File: config.mk
export PLATFORM = sky130hd
export DESIGN_NAME = dpd_records
export DESIGN_NICKNAME = d
export VERILOG_FILES = /design/src/hw/dpd_pkg.sv /design/src/hw/dpd_records.sv
export SDC_FILE = /design/constraint.sdc
export NUM_CORES = 1
export LEC_CHECK = 0
export BUFFER_PORTS_ARGS = -buffer_cell sky130_fd_sc_hd__clkbuf_2
export CAP_MARGIN = 20
export CORE_MARGIN = 10
export CORE_UTILIZATION = 47
export CTS_CLUSTER_SIZE = 14
export DETAILED_ROUTE_END_ITERATION = 7
export MAX_ROUTING_LAYER = met4
export PLACE_DENSITY = 0.71
export RECOVER_POWER = 25
export SYNTH_ARGS = -nofsm -noshare
export SYNTH_HDL_FRONTEND = slang
export SYNTH_SLANG_ARGS = --single-unit
export TNS_END_PERCENT = 100
File: constraint.sdc
create_clock -name clk_sys -period 6.7 [get_ports clk_sys]
set_input_delay 1.005 -clock clk_sys [delete_from_list [all_inputs] [get_ports clk_sys]]
set_output_delay 1.005 -clock clk_sys [all_outputs]
set_load 0.05 [all_outputs]
File: src/hw/dpd_pkg.sv
// Package of constants for the eight-channel input parameter and diagnostic record block.
package dpd_pkg;

  // Clock and time base.
  localparam int unsigned CLK_PERIOD_NS = 10;    // System clock period in ns.
  localparam int unsigned US_NS         = 1000;  // One microsecond in ns.
  localparam int unsigned US_CYCLES     = US_NS / CLK_PERIOD_NS; // Cycles per microsecond.

  // Record numbers of the record-number access path.
  localparam logic [7:0] REC_PARAM      = 8'h00; // Enable bytes; also short diag read.
  localparam logic [7:0] REC_DIAG       = 8'h01; // Full diagnostic record.
  localparam logic [7:0] REC_FILT_FIRST = 8'h80; // Filter byte of channels 0 and 1.
  localparam logic [7:0] REC_FILT_LAST  = 8'h83; // Filter byte of channels 6 and 7.

  // Indices of the index-based access path.
  localparam logic [15:0] IX_PARAM_FIRST = 16'h3100; // Interrupt enable byte.
  localparam logic [15:0] IX_PARAM_LAST  = 16'h3105; // Last filter byte.
  localparam logic [15:0] IX_DIAG_SHORT  = 16'h2f00; // First four diagnostic bytes.
  localparam logic [15:0] IX_DIAG_FULL   = 16'h2f01; // Full diagnostic record.

  // Record lengths in bytes.
  localparam logic [4:0] DIAG_LEN       = 5'h14; // Full diagnostic record.
  localparam logic [4:0] DIAG_SHORT_LEN = 5'h04; // Short diagnostic read.
  localparam logic [4:0] PARAM_LEN      = 5'h02; // Enable-byte record.

  // Parameter values and reset values.
  localparam logic [7:0] DIAG_INTERRUPT_ENABLE_OFF = 8'h00; // Diagnostic interrupt off.
  localparam logic [7:0] DIAG_INTERRUPT_ENABLE_ON  = 8'h40; // Diagnostic interrupt on.
  localparam logic [7:0] WBE_RESET   = 8'h00; // No wire-break detection.
  localparam logic [7:0] FILT_RESET  = 8'h11; // Shortest filter on both channels.

  // Fixed diagnostic bytes.
  localparam logic [7:0] MOD_CLASS_INFO = 8'h1f; // Digital class, channel info present.
  localparam logic [7:0] CHAN_KIND      = 8'h70; // Digital input.
  localparam logic [7:0] DIAG_BITS_CH   = 8'h08; // Diagnostic bits per channel.
  localparam logic [7:0] CHAN_COUNT     = 8'h08; // Channels of the module.

  // Byte positions inside the diagnostic record.
  localparam logic [4:0] B_SUMMARY   = 5'h00;
  localparam logic [4:0] B_CLASS     = 5'h01;
  localparam logic [4:0] B_SPARE     = 5'h02;
  localparam logic [4:0] B_INTERNAL  = 5'h03;
  localparam logic [4:0] B_KIND      = 5'h04;
  localparam logic [4:0] B_BITS      = 5'h05;
  localparam logic [4:0] B_COUNT     = 5'h06;
  localparam logic [4:0] B_CHMAP     = 5'h07;
  localparam logic [4:0] B_CHDETAIL  = 5'h08; // First of eight detail bytes.
  localparam logic [4:0] B_TIMESTAMP = 5'h10; // Low byte of four, little endian.

  // Bit positions of the summary, internal and detail bytes.
  localparam int SUM_MODFAIL = 0;
  localparam int SUM_INTERN  = 1;
  localparam int SUM_EXTERN  = 2;
  localparam int SUM_CHAN    = 3;
  localparam int SUM_AUX     = 4;
  localparam int SUM_PARAM   = 7;
  localparam int INT_OVF     = 3;
  localparam int INT_COMM    = 4;
  localparam int DET_PARAM   = 0;
  localparam int DET_WBRK    = 4;

  // Filter codes and their delays in microseconds.
  localparam logic [3:0]  FC_MIN = 4'h1;
  localparam logic [3:0]  FC_MAX = 4'h7;
  localparam logic [14:0] FT_US_1 = 15'd100;
  localparam logic [14:0] FT_US_2 = 15'd400;
  localparam logic [14:0] FT_US_3 = 15'd800;
  localparam logic [14:0] FT_US_4 = 15'd1600;
  localparam logic [14:0] FT_US_5 = 15'd3200;
  localparam logic [14:0] FT_US_6 = 15'd10000;
  localparam logic [14:0] FT_US_7 = 15'd20000;

endpackage

File: src/hw/dpd_records.sv
// Parameter and diagnostic record logic of an eight-channel digital input module.
`timescale 1ns/1ns

module dpd_records #(
  parameter int unsigned US_DIV = dpd_pkg::US_CYCLES // Cycles per microsecond tick.
) (
  // Clock and reset.
  input  wire logic        clk_sys,
  input  wire logic        rst,
  // Field side.
  input  wire logic [7:0]  input_channel,      // Raw input levels.
  input  wire logic [7:0]  wire_break_in,      // Open-circuit detectors per channel.
  input  wire logic        aux_supply_missing, // External supply absent.
  input  wire logic        int_comm_error,     // Internal communication fault.
  input  wire logic        diag_buf_overflow,  // Internal diagnostics buffer overflow.
  // Record access port.
  input  wire logic        rec_rd,             // Read request pulse.
  input  wire logic        rec_wr,             // Write request pulse.
  input  wire logic        use_index,          // Address by object_index, not record.
  input  wire logic [7:0]  record_number,
  input  wire logic [15:0] object_index,
  input  wire logic [4:0]  rec_byte,           // Byte offset inside the record.
  input  wire logic [7:0]  rec_wdata,
  output logic      [7:0]  rec_rdata,
  output logic             rec_ack,            // Answer pulse, one cycle after request.
  output logic             rec_err,            // Answer refused, with rec_ack.
  // Results.
  output logic      [7:0]  input_filtered,     // Debounced input levels.
  output logic             diag_irq            // Diagnostic interrupt pulse.
);

  // Parameter state.
  logic [7:0]  diag_interrupt_enable_reg, diag_interrupt_enable_next;           // Diagnostic interrupt enable.
  logic [7:0]  wbe_reg, wbe_next;                   // Wire-break enable per channel.
  logic [7:0]  filt_reg [4], filt_next [4];         // Filter bytes, one per channel pair.
  // Record port answer.
  logic [7:0]  rdata_reg, rdata_next;
  logic        ack_reg, ack_next;
  logic        err_reg, err_next;
  // Time base.
  logic [15:0] div_reg, div_next;                   // Microsecond divider.
  logic        tick_reg, tick_next;                 // One-cycle microsecond enable.
  logic [31:0] us_reg, us_next;                     // Free-running microsecond counter.
  logic [31:0] ts_reg, ts_next;                     // Timestamp of last diagnostic event.
  // Diagnostic event detection.
  logic [87:0] ev_prev_reg, ev_prev_next;           // Error vector one cycle ago.
  logic        irq_reg, irq_next;
  // Input filters.
  logic [7:0]  dfilt_reg, dfilt_next;
  logic [14:0] fcnt_reg [8], fcnt_next [8];

  // Combinational diagnostic picture.
  logic [3:0]  code   [8];                          // Filter code per channel.
  logic [7:0]  perr;                                // Illegal filter code per channel.
  logic [7:0]  wbrep;                               // Reported wire breaks.
  logic [7:0]  chd    [8];                          // Per-channel detail bytes.
  logic [7:0]  chmap;
  logic [7:0]  summary;
  logic [7:0]  internal;
  logic [87:0] ev;
  logic        new_err;

  // Per-channel filter code, detail byte and debounce filter.
  genvar g;
  generate
    for (g = 0; g < 8; g++) begin : g_ch
      logic [14:0] lim_us;
      // Even channel takes the low nibble, odd channel the high one.
      assign code[g] = (g % 2 == 0) ? filt_reg[g / 2][3:0] : filt_reg[g / 2][7:4];
      assign perr[g] = (code[g] < dpd_pkg::FC_MIN) || (code[g] > dpd_pkg::FC_MAX);
      // A break only counts on an armed channel.
      assign wbrep[g] = wire_break_in[g] & wbe_reg[g];
      assign chd[g] = ({7'h00, perr[g]} << dpd_pkg::DET_PARAM)
                    | ({7'h00, wbrep[g]} << dpd_pkg::DET_WBRK);
      assign chmap[g] = |chd[g];

      // Delay lookup; an illegal code falls back to the shortest time, so a bad
      // parameter never freezes the input.
      always_comb begin
        unique case (code[g])
          4'h2:    lim_us = dpd_pkg::FT_US_2;
          4'h3:    lim_us = dpd_pkg::FT_US_3;
          4'h4:    lim_us = dpd_pkg::FT_US_4;
          4'h5:    lim_us = dpd_pkg::FT_US_5;
          4'h6:    lim_us = dpd_pkg::FT_US_6;
          4'h7:    lim_us = dpd_pkg::FT_US_7;
          default: lim_us = dpd_pkg::FT_US_1;
        endcase
      end

      // Count microseconds while the raw level differs; any bounce restarts it.
      always_comb begin
        fcnt_next[g]  = fcnt_reg[g];
        dfilt_next[g] = dfilt_reg[g];
        if (input_channel[g] == dfilt_reg[g]) begin
          fcnt_next[g] = 15'd0;
        end else if (tick_reg) begin
          if (fcnt_reg[g] + 15'd1 >= lim_us) begin
            dfilt_next[g] = input_channel[g];
            fcnt_next[g]  = 15'd0;
          end else begin
            fcnt_next[g] = fcnt_reg[g] + 15'd1;
          end
        end
      end
    end
  endgenerate

  // Module summary and internal fault bytes.
  always_comb begin
    summary = 8'h00;
    internal = 8'h00;
    internal[dpd_pkg::INT_OVF]  = diag_buf_overflow;
    internal[dpd_pkg::INT_COMM] = int_comm_error;
    summary[dpd_pkg::SUM_AUX]    = aux_supply_missing;
    summary[dpd_pkg::SUM_INTERN] = |internal;
    summary[dpd_pkg::SUM_EXTERN] = aux_supply_missing | (|wbrep);
    summary[dpd_pkg::SUM_CHAN]   = |chmap;
    summary[dpd_pkg::SUM_PARAM]  = |perr;
    summary[dpd_pkg::SUM_MODFAIL] = summary[dpd_pkg::SUM_INTERN] | summary[dpd_pkg::SUM_EXTERN]
                                  | summary[dpd_pkg::SUM_CHAN] | summary[dpd_pkg::SUM_PARAM];
    ev = {summary, internal, chmap, chd[7], chd[6], chd[5], chd[4],
          chd[3], chd[2], chd[1], chd[0]};
  end

  // Any bit going from clear to set is one diagnostic event.
  assign new_err = |(ev & ~ev_prev_reg);

  // Diagnostic record byte by position; unused positions read zero.
  function automatic logic [7:0] diag_byte(input logic [4:0] pos);
    logic [7:0] b;
    b = 8'h00;
    if (pos >= dpd_pkg::B_TIMESTAMP) begin
      b = ts_reg[8 * (pos - dpd_pkg::B_TIMESTAMP) +: 8];
    end else if (pos >= dpd_pkg::B_CHDETAIL) begin
      b = chd[pos[2:0]];
    end else begin
      unique case (pos)
        dpd_pkg::B_SUMMARY:  b = summary;
        dpd_pkg::B_CLASS:    b = dpd_pkg::MOD_CLASS_INFO;
        dpd_pkg::B_INTERNAL: b = internal;
        dpd_pkg::B_KIND:     b = dpd_pkg::CHAN_KIND;
        dpd_pkg::B_BITS:     b = dpd_pkg::DIAG_BITS_CH;
        dpd_pkg::B_COUNT:    b = dpd_pkg::CHAN_COUNT;
        dpd_pkg::B_CHMAP:    b = chmap;
        default:             b = 8'h00;                   // Spare byte stays zero.
      endcase
    end
    return b;
  endfunction

  // Record access decode, register writes and read answer.
  always_comb begin
    logic [2:0] psel;     // 0 interrupt enable, 1 wire-break enable, 2..5 filter bytes.
    logic       pvalid;   // Request hits a parameter byte.
    logic [4:0] dlen;     // Diagnostic length reachable; zero when none.
    logic [7:0] pval;
    psel   = 3'd0;
    pvalid = 1'b0;
    dlen   = 5'd0;
    pval   = 8'h00;
    diag_interrupt_enable_next = diag_interrupt_enable_reg;
    wbe_next     = wbe_reg;
    filt_next    = filt_reg;
    rdata_next   = 8'h00;
    ack_next     = rec_rd | rec_wr;
    err_next     = 1'b0;
    if (use_index) begin
      // Each parameter index carries one byte.
      if (object_index >= dpd_pkg::IX_PARAM_FIRST && object_index <= dpd_pkg::IX_PARAM_LAST
          && rec_byte == 5'd0) begin
        psel   = 3'(object_index - dpd_pkg::IX_PARAM_FIRST);
        pvalid = 1'b1;
      end
      if (object_index == dpd_pkg::IX_DIAG_FULL) begin
        dlen = dpd_pkg::DIAG_LEN;
      end else if (object_index == dpd_pkg::IX_DIAG_SHORT) begin
        dlen = dpd_pkg::DIAG_SHORT_LEN;
      end
    end else begin
      if (record_number == dpd_pkg::REC_PARAM && rec_byte < dpd_pkg::PARAM_LEN) begin
        psel   = {2'b00, rec_byte[0]};
        pvalid = 1'b1;
      end else if (record_number >= dpd_pkg::REC_FILT_FIRST
                   && record_number <= dpd_pkg::REC_FILT_LAST && rec_byte == 5'd0) begin
        psel   = 3'(record_number - dpd_pkg::REC_FILT_FIRST) + 3'd2;
        pvalid = 1'b1;
      end
      if (record_number == dpd_pkg::REC_DIAG) begin
        dlen = dpd_pkg::DIAG_LEN;
      end else if (record_number == dpd_pkg::REC_PARAM) begin
        dlen = dpd_pkg::DIAG_SHORT_LEN;
      end
    end
    // Current value of the selected parameter byte.
    unique case (psel)
      3'd0:    pval = diag_interrupt_enable_reg;
      3'd1:    pval = wbe_reg;
      default: pval = filt_reg[psel[1:0] - 2'd2];
    endcase
    if (rec_wr) begin
      if (!pvalid) begin
        err_next = 1'b1;
      end else if (psel == 3'd0) begin
        // Any value other than the two legal ones is refused and not stored.
        if (rec_wdata == dpd_pkg::DIAG_INTERRUPT_ENABLE_OFF || rec_wdata == dpd_pkg::DIAG_INTERRUPT_ENABLE_ON) begin
          diag_interrupt_enable_next = rec_wdata;
        end else begin
          err_next = 1'b1;
        end
      end else if (psel == 3'd1) begin
        wbe_next = rec_wdata;
      end else begin
        // Illegal nibbles are stored and flagged as parameter errors.
        filt_next[psel[1:0] - 2'd2] = rec_wdata;
      end
    end else if (rec_rd) begin
      // Reads of record zero go to the short diagnostic view.
      if (dlen != 5'd0) begin
        if (rec_byte < dlen) begin
          rdata_next = diag_byte(rec_byte);
        end else begin
          err_next = 1'b1;
        end
      end else if (pvalid) begin
        rdata_next = pval;
      end else begin
        err_next = 1'b1;
      end
    end
  end

  // Time base, timestamp and interrupt.
  always_comb begin
    div_next  = div_reg + 16'd1;
    tick_next = 1'b0;
    us_next   = us_reg;
    if (div_reg >= 16'(US_DIV - 1)) begin
      div_next  = 16'd0;
      tick_next = 1'b1;
    end
    if (tick_reg) begin
      us_next = us_reg + 32'd1;
    end
    ts_next      = new_err ? us_reg : ts_reg;
    irq_next     = new_err && (diag_interrupt_enable_reg == dpd_pkg::DIAG_INTERRUPT_ENABLE_ON);
    ev_prev_next = ev;
  end

  // All state registers; reset sets parameters to their defaults.
  always_ff @(posedge clk_sys) begin
    if (rst) begin
      diag_interrupt_enable_reg <= dpd_pkg::DIAG_INTERRUPT_ENABLE_OFF;
      wbe_reg     <= dpd_pkg::WBE_RESET;
      for (int i = 0; i < 4; i++) begin
        filt_reg[i] <= dpd_pkg::FILT_RESET;
      end
      for (int i = 0; i < 8; i++) begin
        fcnt_reg[i] <= 15'd0;
      end
      rdata_reg   <= 8'h00;
      ack_reg     <= 1'b0;
      err_reg     <= 1'b0;
      div_reg     <= 16'd0;
      tick_reg    <= 1'b0;
      us_reg      <= 32'd0;
      ts_reg      <= 32'd0;
      ev_prev_reg <= 88'd0;
      irq_reg     <= 1'b0;
      dfilt_reg   <= 8'h00;
    end else begin
      diag_interrupt_enable_reg <= diag_interrupt_enable_next;
      wbe_reg     <= wbe_next;
      filt_reg    <= filt_next;
      fcnt_reg    <= fcnt_next;
      rdata_reg   <= rdata_next;
      ack_reg     <= ack_next;
      err_reg     <= err_next;
      div_reg     <= div_next;
      tick_reg    <= tick_next;
      us_reg      <= us_next;
      ts_reg      <= ts_next;
      ev_prev_reg <= ev_prev_next;
      irq_reg     <= irq_next;
      dfilt_reg   <= dfilt_next;
    end
  end

  assign rec_rdata      = rdata_reg;
  assign rec_ack        = ack_reg;
  assign rec_err        = err_reg;
  assign input_filtered = dfilt_reg;
  assign diag_irq       = irq_reg;
endmodule

# Yosys cells after proc, flatten, opt, wreduce, memory -nomap -nowiden
# Cells that the tools add are included.
dict set report classes {
  addsub 15
  bitwise 36
  mux 54
  n_eq_ne 68
  order_cmp 36
  n_reduce_logical 56
  shift 1
}
# cell n
set ops {}
lappend ops {{case mux 15 bit (6 select lines)} 8}
lappend ops {{equality test 4 x 3 -> 1 bit (second input constant)} 32}
lappend ops {{adder 15 x 1 -> 15 bit (second input constant)} 8}
lappend ops {{>= comparator 15 bit} 8}
lappend ops {{two-way mux 15 bit} 8}
lappend ops {{bitwise AND 88 bit} 1}
lappend ops {{NOT 88 bit} 1}
lappend ops {{OR reduction 88 bit} 1}
lappend ops {{two-way mux 8 bit} 10}
lappend ops {{OR reduction 8 bit} 10}
lappend ops {{equality test 4 x 2 -> 1 bit (second input constant)} 16}
lappend ops {{OR reduction 64 bit} 1}
lappend ops {{case mux 8 bit (6 select lines)} 1}
lappend ops {{bitwise OR 1 x 5 -> 5 bit} 8}
lappend ops {{variable part select 32 x 33 -> 8 bit} 1}
lappend ops {{adder 32 x 1 -> 32 bit (second input constant)} 1}
lappend ops {{bitwise mux 32 bit} 1}
lappend ops {{equality test 16 x 14 -> 1 bit (second input constant)} 2}
lappend ops {{greater-than comparator 4 x 3 -> 1 bit (second input constant)} 8}
lappend ops {{less-than comparator 4 x 1 -> 1 bit (second input constant)} 8}
lappend ops {{binary-select mux 8 bit (select 3 bit)} 1}
lappend ops {{AND reduction 3 bit} 8}
lappend ops {{OR reduction 2 bit} 11}
lappend ops {{equality test 5 x 3 -> 1 bit (second input constant)} 4}
lappend ops {{42 further kinds} 108}
dict set report word_totals {
  output_inout_bits 19
  wordCells 298
  regBits 356
  in_bits 61
}

# Logic depth before layout (Yosys ltp)
# Gate-level depths: netlist of the first run.
dict set report logic_depth {
  word_depth 14
  mapped_depth 15
  depth_no_buf 14
}

# Worst setup path before layout of the first run
# No wires, ideal clock.
dict set report synth_path {
  path_type {flip-flop to flip-flop}
  startpoint {register fcnt_reg[15] (netlist bit)}
  endpoint {register fcnt_reg[24] (netlist bit)}
  setup_slack_ns 3.397
  setup_time_ns 0.074
  synth_period_minus_slack_ns 3.303
  arrival_ns 3.229
  n_path_buf 2
  required_ns 6.626
  stages_incl_launch_ff 15
  cell_sequence {dfxtp_1 -> ha_1 -> clkbuf_1 -> nand3_1 -> nor2_1 -> nand3_1 -> nor3_1 -> xor2_1 -> ha_1 -> a2111oi_0 -> nand4b_1 -> a21oi_1 -> clkbuf_1 -> nand4b_1 -> a31oi_1}
}
dict set report synth_between {
  elab_chain_len 3
}
# item line_no
set synth_lines {}
lappend synth_lines {{start: declaration} dpd_records.sv:50} ;# logic [14:0] fcnt_reg [8], fcnt_next [8];
lappend synth_lines {{start signal: assignment} dpd_records.sv:275} ;# fcnt_reg <= fcnt_next;
lappend synth_lines {{adder 15 x 1 -> 15 bit *} {dpd_records.sv:98, dpd_records.sv:102}}
lappend synth_lines {{>= comparator 15 bit} dpd_records.sv:98} ;# if (fcnt_reg[g] + 15'd1 >= lim_us) begin
lappend synth_lines {{two-way mux 15 bit *} dpd_records.sv:98}
# Mark *: on every way between the ends. The rest lies on a longest branch, timed or not.
# A chain may end at the register's enable or synchronous reset.

==> out/qor.csv, run 1 <==
stage,metric,value,unit
grt,grt_usage,0.203,
logic_synthesis,syn-instance-count,2180,
logic_synthesis,async_reset_ff_frac,0,
die,io_pins,80,
die,start_util,0.476,
min_path,holdPathEnd,div_reg[0],
logic_synthesis,netlist.area_leader.share,0.335,
routing,wl_per_cell,17.6,µm
cts,clk_latency,0.52,ns
pwr,p_per_area,199,nW/µm²
sta,min_period,4.93,ns
critical_path,worstReg2RegStart,fcnt_reg[105],
logic_synthesis,syn_area_per_cell,8.23,µm²
critical_path,startpoint_type,input port,
layout,largest_reg_flops,120,
routing,drc,0,
layout,stdcell_area,19700,µm²
grt,gr-total-overflow,0,
die,rows,71,
critical_path,r2r_end,input_filtered[0],
sta,setup_tns,0,ns
die,die_h,215,µm
layout,fin_nets,2343,
critical_path,ff2ff_path_depth,11,
pwr,peakVddDrop,0.000199,V
layout,drive_above_1_share,0.0925,
routing,detailroute.via_count,16200,
min_path,min_path_cells,1,
critical_path,crit_path_end_kind,flop,
place,numPortBuffers,79,
logic_synthesis,yosys_register_bits,300,
sta,hold_viol,0,
outcome,violations,"max-capacitance violations, max-slew violations",
cts,cts_root_buf,clkbuf_16,
logic_synthesis,synth_area_leaders,"dfxtp_1, ha_1, a21oi_1",
routing,antenna_left,0,
logic_synthesis,synth_top_flop_cell,dfxtp_1,
cts,clk_pin_slew,0.06,ns
logic_synthesis,synth_common_cells,"dfxtp_1, nand2_1, nor2_1",
critical_path,path_class,in2reg,
run,cap_violations,2,
place,hpwl,34100,µm
logic_synthesis,synth_cell_type_count,77,
cts,cts_max_level,2,
routing,first_pass_iters,5,
grt,grt_max_degree,85,
logic_synthesis,synth_area,17900,µm²
place,placed_cell_area,18500,µm²
logic_synthesis,synth_edf_count,0,
logic_synthesis,yosys.area.top_type,dfxtp_1,
place,finalWeightedCongestion,0.968,
routing,dr.first_iter.drc_count,1505,
layout,synthToLayoutAreaGrowth,10.1,%
sta,worst_slew_pin_slew,3.18,ns
min_path,hold_path_startpoint,div_reg[0],
logic_synthesis,synth_most_common_cell,dfxtp_1,
critical_path,required,7.11,ns
sta,slew_violations,111,
sta,setup_violations,0,
routing,wl,48000,µm
cts,cts_resized,0,
grt,grt_pass1_vias,15200,
min_path,hold_class,reg2reg,
critical_path,crit_fanout,62,
critical_path,cp_data_arrival_time,5.34,ns
routing,via_per_inst,5.96,
sta,fin_skew,0.0147,ns
cts,numClockSinks,300,
logic_synthesis,yosys_warnings,0,
pwr,power.leakage,7.29,nW
die,core_area,37700,µm²
logic_synthesis,yosysSeqAreaShare,0.335,
grt,antenna_found_initial,1,
sta,rsz0062_at_grt,no,
cts,hold_buffers,0,
critical_path,ff2ff_setup_slack,2.52,ns
cts,postCtsSetupRepairBufs,0,
sta,max_slew_margin,-1.12,
die,die_w,215,µm
sta,fmax,203,MHz
cts,cts_buffers,35,
layout,nFillCells,3582,
cts,clockBufferDepth,3,
cts,tritoncts,yes,
die,dieArea,46400,µm²
grt,grt_pass1_wl,77900,µm
outcome,status,"finished, violations left",
sta,fin_crit_sh,0.736,
[area by class of cell]
cell class                 instances  area, µm²  share of cell area
multi-input combinational       1703      11200               0.568
sequential                       300       6010               0.304
clock buffer                      52       1050              0.0532
tap                              511        639              0.0324
timing repair buffer              97        517              0.0262
inverter                          46        173             0.00874
clock inverter                     8        133             0.00672
antenna                            1       2.50            0.000127
[stage by stage]
step	power (mW)	utilization	instances	hold slack, ns	setup WS [ns]
3_5_place_dp	2.01	0.492	2653	0.441	2.37
6_report	3.93	0.524	2718	0.448	1.77
4_1_cts	3.97	0.524	2713	0.450	2.56
3_3_place_gp	2.01	0.492	2652	0.429	2.46
5_1_grt	4.06	0.524	2718	0.481	1.43
2_1_floorplan	1.95	-	2188	0.418	3.40
[cell families after synthesis]
group / Yosys count / synth area share
adder cells (fa/ha/maj): 99 / 0.0691
AND/OR/NAND/NOR: 903 / 0.257
other: 1 / 0.000209
AO/OA/AOI/OAI: 480 / 0.180
flip-flops: 300 / 0.335
multiplexers: 73 / 0.0485
XOR/XNOR: 139 / 0.0679
buffers and inverters: 185 / 0.0423
[critical path, stage by stage]
cell	delay, ns
clkbuf_1	2.20
clkbuf_1	1.59
nor2_1	0.12
or2_2	0.37
[placed cells by master, fill, tap and decap left out, drive strengths merged, types with 13 or more instances in the layout]
master / instances
dfxtp: 300
nand2: 203
nor2: 189
a21oi: 175
nand3: 141
clkbuf: 132
ha: 99
xnor2: 87
o21ai: 83
nand4: 77
mux2i: 61
xor2: 52
nor3: 48
inv: 47
o31ai: 45
or3: 35
nor2b: 31
nor4: 27
nand2b: 23
and3: 22
a21o: 21
or2: 21
buf: 17
nand4b: 16
and4: 15
a32oi: 15
and2: 15
a211o: 13
[where the power goes]
group	internal (mW)	switching (mW)	total, mW	leakage [nW]
combinational	0.0458	0.124	0.170	4.29
sequential	1.80	0.0124	1.81	2.42
clock	1.20	0.752	1.95	0.578
total	3.04	0.888	3.93	7.29
[worst max path at each step]
stage	start	endpoint	slack, ns	cells after the start
after CTS	fcnt_reg[90]	fcnt_reg[92]	2.56	13
after global routing	rst	ev_prev_reg[81]	1.43	4
after floorplan	fcnt_reg[15]	fcnt_reg[24]	3.40	14
after global placement	rec_byte[0]	code[8]	2.46	8
after detailed placement	rec_byte[0]	code[8]	2.37	8
final	rst	ev_prev_reg[81]	1.77	4
[routing by layer]
layer  part of all wire  up-vias  GRT usage
li1                   -     7968          -
met1               0.45     7629      0.265
met2               0.45      523      0.319
met3              0.069       77     0.0330
met4              0.022        0     0.0519
met5                  0        -          -
(Power assumes the default switching activity.)
==> run 2, diff against run 1 <==
- ABC_AREA: default -> 1
- PLACE_DENSITY: 0.71 -> 0.7
- clock period: 6.7 -> 5.16 ns (I/O delays scaled with it)
==> run 2 against run 1 <==
Compared with the run above:
- the run still ends with max-capacitance violations, max-slew violations left
- sequential power up 30%
- utilization down 0.38 points
- clock power up 29%
- via count up 21%
- power up 31%
- critical path depth up 1
- count of clock-buffer cells in the layout down 3
- design area up 7.6%
- critical endpoint is now rec_rdata[6]
- largest power group unchanged
- highest routed layer unchanged
==> out/qor.csv, run 2 <==
stage,metric,value,unit,change
sta,fin_crit_sh,0.740,,
place,numPortBuffers,79,,unchanged
routing,wl_per_cell,15.2,µm,was 17.6 µm
logic_synthesis,synth-xor-area-share,0.0351,,was 0.0679
min_path,hold_class,reg2reg,,unchanged
logic_synthesis,yosys.area.top_type,dfxtp_1,,unchanged
sta,setup_tns,0,ns,unchanged
logic_synthesis,synth_compound_area_frac,0.137,,was 0.180
layout,stdcell_area,21300,µm²,"was 19,700 µm²"
cts,numClockSinks,300,,unchanged
logic_synthesis,synth_fa_ha_area_frac,0.0637,,was 0.0691
cts,cts_root_buf,clkbuf_16,,unchanged
logic_synthesis,syn_area_per_cell,6.53,µm²,was 8.23 µm²
place,finalWeightedCongestion,0.964,,was 0.968
critical_path,worstReg2RegStart,fcnt_reg[0],,was fcnt_reg[105]
cts,clk_pin_slew,0.06,ns,about the same
logic_synthesis,yosysSeqAreaShare,0.309,,was 0.335
critical_path,required,5.59,ns,was 7.11 ns
pwr,combPwrFrac,0.055,,was 0.043
cts,cts_max_level,2,,unchanged
logic_synthesis,yosys_warnings,0,,unchanged
critical_path,cp_data_arrival_time,4.25,ns,was 5.34 ns
routing,detailroute.via_count,19500,,"was 16,200"
logic_synthesis,synth_top_flop_cell,dfxtp_1,,unchanged
critical_path,startpoint_type,input port,,unchanged
die,io_pins,80,,unchanged
critical_path,path_class,in2reg,,unchanged
sta,max_slew_margin,-0.875,,was -1.12
grt,gr-total-overflow,0,,unchanged
logic_synthesis,synth-simple-area-share,0.353,,was 0.257
sta,setup_violations,0,,unchanged
grt,grt_pass1_wl,89800,µm,"was 77,900 µm"
routing,drc,0,,unchanged
sta,min_period,3.82,ns,
routing,antenna_left,0,,unchanged
die,dieArea,49900,µm²,"was 46,400 µm²"
cts,clockBufferDepth,3,,unchanged
layout,fin_nets,3177,,"was 2,343"
logic_synthesis,synth_cell_type_count,56,,was 77
min_path,hold_path_startpoint,div_reg[0],,unchanged
critical_path,ff2ff_setup_slack,1.65,ns,was 2.52 ns
critical_path,crit_path_end_kind,flop,,unchanged
layout,drive_above_1_share,0.0746,,was 0.0925
die,start_util,0.476,,about the same
run,cap_violations,2,,unchanged
pwr,switching_share,0.247,,was 0.226
cts,clk_latency,0.57,ns,was 0.52 ns
critical_path,crit_fanout,56,,was 62
sta,rsz0062_at_grt,no,,unchanged
routing,via_per_inst,5.46,,was 5.96
pwr,seq_power_share,0.457,,was 0.460
grt,grt_usage,0.217,,was 0.203
critical_path,r2r_end,fcnt_reg[12],,was input_filtered[0]
die,die_h,223,µm,was 215 µm
layout,layout_common_cells,"nand2_1, nor2_1, inv_1, dfxtp_1, a21oi_1",,"was dfxtp_1, nand2_1, nor2_1, a21oi_1, nand3_1"
logic_synthesis,synthMuxAreaShare,0,,was 0.0485
die,rows,74,,was 71
logic_synthesis,syn-instance-count,2978,,"was 2,180"
die,die_w,223,µm,was 215 µm
logic_synthesis,yosys_register_bits,300,,unchanged
pwr,p_clk_frac,0.488,,was 0.497
min_path,min_path_cells,1,,unchanged
cts,postCtsSetupRepairBufs,0,,unchanged
place,dp.cells,3507,,"was 2,653"
pwr,p_int,3.86,mW,was 3.04 mW
pwr,peakVddDrop,0.000234,V,was 0.000199 V
pwr,power.leakage,9.12,nW,was 7.29 nW
sta,hold_viol,0,,unchanged
logic_synthesis,async_reset_ff_frac,0,,unchanged
layout,synthToLayoutAreaGrowth,9.34,%,was 10.1%
routing,dr.first_iter.drc_count,1534,,"was 1,505"
cts,tritoncts,yes,,unchanged
layout,fin_cells,3573,,"was 2,718"
outcome,violations,"max-capacitance violations, max-slew violations",,unchanged
logic_synthesis,synth_area_leaders,"dfxtp_1, nand2_1, nor2_1",,"was dfxtp_1, ha_1, a21oi_1"
grt,grt_pass1_vias,18300,,"was 15,200"
layout,nFillCells,4058,,"was 3,582"
routing,first_pass_iters,6,,was 5
cts,cts_resized,0,,unchanged
pwr,p_switching,1.27,mW,was 0.888 mW
sta,fmax,262,MHz,
logic_synthesis,synth_most_common_cell,nand2_1,,was dfxtp_1
layout,largest_reg_flops,120,,unchanged
min_path,holdPathEnd,div_reg[0],,unchanged
cts,cts_buffers,36,,was 35
logic_synthesis,synth_area,19400,µm²,"was 17,900 µm²"
logic_synthesis,synth_top_family_by_area,simple AND/OR/NAND/NOR gates,,unchanged
sta,slew_violations,100,,was 111
place,hpwl,39500,µm,"was 34,100 µm"
pwr,totalPowerFinal,5.13,mW,was 3.93 mW
logic_synthesis,synth_common_cells,"nand2_1, nor2_1, inv_1",,"was dfxtp_1, nand2_1, nor2_1"
logic_synthesis,netlist.area_leader.share,0.309,,was 0.335
grt,antenna_found_initial,0,,was 1
sta,fin_skew,0.0187,ns,was 0.0147 ns
critical_path,ff2ff_path_depth,20,,was 11
routing,wl,54200,µm,"was 48,000 µm"
pwr,p_per_area,242,nW/µm²,was 199 nW/µm²
place,placed_cell_area,20100,µm²,"was 18,500 µm²"
layout,antenna_cells,0,,was 1
logic_synthesis,synth_edf_count,0,,unchanged
die,core_area,40800,µm²,"was 37,700 µm²"
grt,grt_max_degree,86,,was 85
sta,worst_slew_pin_slew,2.81,ns,was 3.18 ns
cts,hold_buffers,0,,unchanged
outcome,status,"finished, violations left",,unchanged
layout,final_common_cell,nand2_1,,was dfxtp_1
-- run 2: cell types whose count changed in the layout (fill, tap and decap cells not counted), sizes merged, moves of 28 or more --
cell   before  now
a21oi     175  278
mux2i      61    0
nand2     203  615
nand4      77  105
xnor2      87   16
nor2      189  423
inv        47  395
nand3     141  235
or3        35    1
o31ai      45    0
nor2b      31    0
-- run 2: critical path: stages --
cell and delay, ns:
buf_2 0.57, clkbuf_1 2.04, nor2_1 0.30, nand2_1 0.42, a21oi_1 0.11
-- run 2: how the worst max path moves through the flow --
| stage | startpoint | to | slack (ns) | cells after the start |
|---|---|---|---|---|
| 6_report | rst | rec_rdata[6] | 1.34 | 5 |
| 4_1_cts | fcnt_reg[0] | fcnt_reg[12] | 1.66 | 20 |
| 2_1_floorplan | fcnt_reg[0] | fcnt_reg[10] | 2.17 | 21 |
| 3_5_place_dp | fcnt_reg[0] | fcnt_reg[12] | 1.68 | 20 |
| 3_3_place_gp | fcnt_reg[0] | fcnt_reg[11] | 1.82 | 20 |
| 5_1_grt | rst | rec_rdata[6] | 1.12 | 5 |
-- run 2: metrics by stage --
stage	hold WS [ns]	worst slack [ns]	utilization
6_report	0.458	1.34	0.520
5_1_grt	0.484	1.12	0.520
2_1_floorplan	0.418	2.17	-
3_5_place_dp	0.452	1.68	0.492
3_3_place_gp	0.430	1.82	0.492
4_1_cts	0.455	1.66	0.520
-- run 2: layout make-up --
type | instances | area (µm²) | area share
flip-flops and latches | 300 | 6010 | 0.283
well taps | 532 | 666 | 0.0313
clock inverters | 13 | 150 | 0.00707
repair buffers | 94 | 480 | 0.0226
inverters | 393 | 1490 | 0.0700
clock buffers | 49 | 990 | 0.0466
multi-input cells | 2192 | 11500 | 0.540
-- run 2: cells by family after synthesis --
group / count (synthesis)
simple gates: 1522
buf+inv: 494
xor+xnor: 78
fa+ha+maj: 99
other cells: 1
compound gates: 484
flops: 300
-- run 2: power groups by stage --
stage / Combinational (mW) / Sequential (mW) / Clock (mW)
finish: 0.282 / 2.35 / 2.51
global route: 0.312 / 2.35 / 2.65
CTS: 0.277 / 2.35 / 2.57
detailed placement: 0.276 / 2.40 / 0
global placement: 0.268 / 2.40 / 0
floorplan: 0.187 / 2.40 / 0
-- run 2: per-layer routing --
metal  GRT usage  up-vias  routed length [µm]
met5           -        -                   0
met4      0.0691        0                1480
met3      0.0260      108                2610
met2       0.361      503               25900
met1       0.268     8997               24300
li1            -     9913                   -
==> run 3, diff against run 2 <==
- clock period: 5.16 -> 3.8 ns (I/O delays scaled with it)
==> run 3 against run 2 <==
Compared with the run above:
- the flow still finishes with violations (max-capacitance violations, max-slew violations)
- critical path depth rose by 11
- sequential power rose by 36%
- wire length fell by 0.67%
- power rose by 36%
- final cell count rose by 0.39%
- setup slack got worse by 0.93 ns
- first-iteration DRC count rose by 13%
- sequential cell count did not move
- highest routed layer unchanged
- sequential share of layout area fell by 0.18 points
- utilization rose by 0.33 points
- critical endpoint is now input_filtered[3]
- count of clock-buffer cells in the layout fell by 1
==> out/qor.csv, run 3 (synthesis results as in run 2) <==
stage,metric,value,unit,change
critical_path,crit_fanout,11,,was 56
die,die_w,223,µm,unchanged
routing,detailroute.via_count,19500,,about the same
critical_path,ff2ff_setup_slack,0.41,ns,was 1.65 ns
place,hpwl,39600,µm,"was 39,500 µm"
critical_path,cp_data_arrival_time,3.83,ns,was 4.25 ns
sta,fin_skew,0.0240,ns,was 0.0187 ns
sta,slew_violations,26,,was 100
cts,numClockSinks,300,,unchanged
die,rows,74,,unchanged
place,finalWeightedCongestion,0.967,,was 0.964
sta,whs,0.283,ns,was 0.458 ns
sta,fin_crit_sh,0.893,,
routing,antenna_left,0,,unchanged
cts,cts_root_buf,clkbuf_16,,unchanged
critical_path,path_class,reg2reg,,was in2reg
pwr,peakVddDrop,0.000252,V,was 0.000234 V
run,cap_violations,1,,was 2
cts,clk_pin_slew,0.06,ns,about the same
critical_path,ff2ff_path_depth,16,,was 20
die,start_util,0.476,,unchanged
critical_path,crit_path_end_kind,flop,,unchanged
grt,grt_max_degree,217,,was 86
layout,seq_area,6010,µm²,unchanged
routing,via_per_inst,5.43,,was 5.46
grt,grt_usage,0.213,,was 0.217
outcome,violations,"max-capacitance violations, max-slew violations",,unchanged
grt,grt_pass1_vias,18300,,about the same
pwr,power.leakage,9.18,nW,was 9.12 nW
grt,antenna_found_initial,1,,was 0
critical_path,crit_end,input_filtered[3],,was rec_rdata[6]
layout,stdcell_area,21400,µm²,"was 21,300 µm²"
die,io_pins,80,,unchanged
cts,postCtsSetupRepairBufs,0,,unchanged
sta,setup_violations,0,,unchanged
critical_path,startpoint,fcnt_reg[60],,was rst
routing,dr.first_iter.drc_count,1735,,"was 1,534"
cts,clk_latency,0.56,ns,was 0.57 ns
routing,first_pass_iters,6,,unchanged
die,core_area,40800,µm²,unchanged
cts,tritoncts,yes,,unchanged
place,placed_cell_area,20200,µm²,"was 20,100 µm²"
layout,synthToLayoutAreaGrowth,10.0,%,was 9.34%
cts,clockBufferDepth,3,,unchanged
cts,cts_buffers,36,,unchanged
critical_path,worstReg2RegStart,fcnt_reg[60],,was fcnt_reg[0]
grt,grt_pass1_wl,88300,µm,"was 89,800 µm"
critical_path,r2r_end,input_filtered[3],,was fcnt_reg[12]
layout,drive_above_1_share,0.0799,,was 0.0746
outcome,status,"finished, violations left",,unchanged
sta,min_period,3.39,ns,
critical_path,startpoint_type,flop,,was input port
sta,max_slew_margin,-0.448,,was -0.875
die,dieArea,49900,µm²,unchanged
min_path,hold_class,in2reg,,was reg2reg
sta,setup_tns,0,ns,unchanged
die,die_h,223,µm,unchanged
layout,fin_nets,3187,,"was 3,177"
layout,final_common_cell,nand2_1,,unchanged
layout,largest_reg_flops,120,,unchanged
layout,multi_input_area,11500,µm²,about the same
sta,worst_slew_pin_slew,2.17,ns,was 2.81 ns
layout,layout_common_cells,"nand2_1, nor2_1, inv_1, dfxtp_1, a21oi_1",,unchanged
routing,wl_per_cell,15.0,µm,was 15.2 µm
sta,rsz0062_at_grt,no,,unchanged
sta,hold_viol,0,,unchanged
routing,wl,53900,µm,"was 54,200 µm"
grt,gr-total-overflow,0,,unchanged
routing,drc,0,,unchanged
cts,cts_max_level,2,,unchanged
sta,fmax,295,MHz,
layout,nFillCells,4085,,"was 4,058"
critical_path,required,4.24,ns,was 5.59 ns
pwr,p_per_area,327,nW/µm²,was 242 nW/µm²
place,numPortBuffers,79,,unchanged
==> run 3: per-layer routing <==
metal / track usage / vias to the layer above / part of all wire
li1: - / 9913 / -
met1: 0.261 / 8940 / 0.44
met2: 0.351 / 504 / 0.47
met3: 0.0247 / 115 / 0.049
met4: 0.0865 / 0 / 0.034
met5: - / - / 0
==> run 3: worst min path at each step <==
stage	from	to	slack, ns	depth (start not counted)
final	rec_rd	rec_ack	0.28	3
after detailed placement	div_reg[0]	div_reg[0]	0.44	1
after global placement	div_reg[0]	div_reg[0]	0.43	1
after floorplan	div_reg[0]	div_reg[0]	0.42	1
after global routing	diag_buf_overflow	ev_prev_reg[81]	0.31	3
after CTS	rec_rd	rec_ack	0.26	3
==> run 3: final cells by class <==
| type | instances | area share |
|---|---|---|
| multi-input cells | 2192 | 0.537 |
| flip-flops and latches | 300 | 0.281 |
| inverters | 393 | 0.0696 |
| clock buffers | 48 | 0.0461 |
| well taps | 532 | 0.0311 |
| repair buffers | 104 | 0.0270 |
| clock inverters | 16 | 0.00825 |
| diodes | 2 | 0.000234 |
==> run 3: timing repair <==
item | in CTS | in global routing
hold buffers | 0 | 0
resized for setup | 0 | 4
endpoints found under the setup margin | 0 | 44
==> run 3: where the power goes <==
part	internal (mW)	switching [mW]	total [mW]
registers	3.17	0.0136	3.19
clock network	1.98	1.43	3.41
logic	0.107	0.283	0.390
==> run 3: worst max-delay path: stages, from the launching register on <==
cell      delay (ns)
dfxtp_1         0.39
ha_1            0.25
nand2_1         0.07
nor2_1          0.30
nand3_1         0.19
nor4_1          0.29
or2_2           0.19
nand2_1         0.06
ha_1            0.32
nand2_1         0.07
inv_1           0.06
nand3_1         0.10
nand3b_1        0.49
nand3_1         0.30
nand3_1         0.09
nand2_1         0.09
nor2_1          0.04
==> run 3: metrics by stage <==
step                      std cells  setup WS (ns)  utilization  power [mW]
after floorplan                2986          0.813            -        3.51
after global placement         3514          0.440        0.494        3.62
after detailed placement       3515          0.319        0.495        3.63
after CTS                      3579          0.290        0.523        7.05
after global routing           3586         0.0494        0.524        7.21
final                          3587          0.408        0.524        6.99
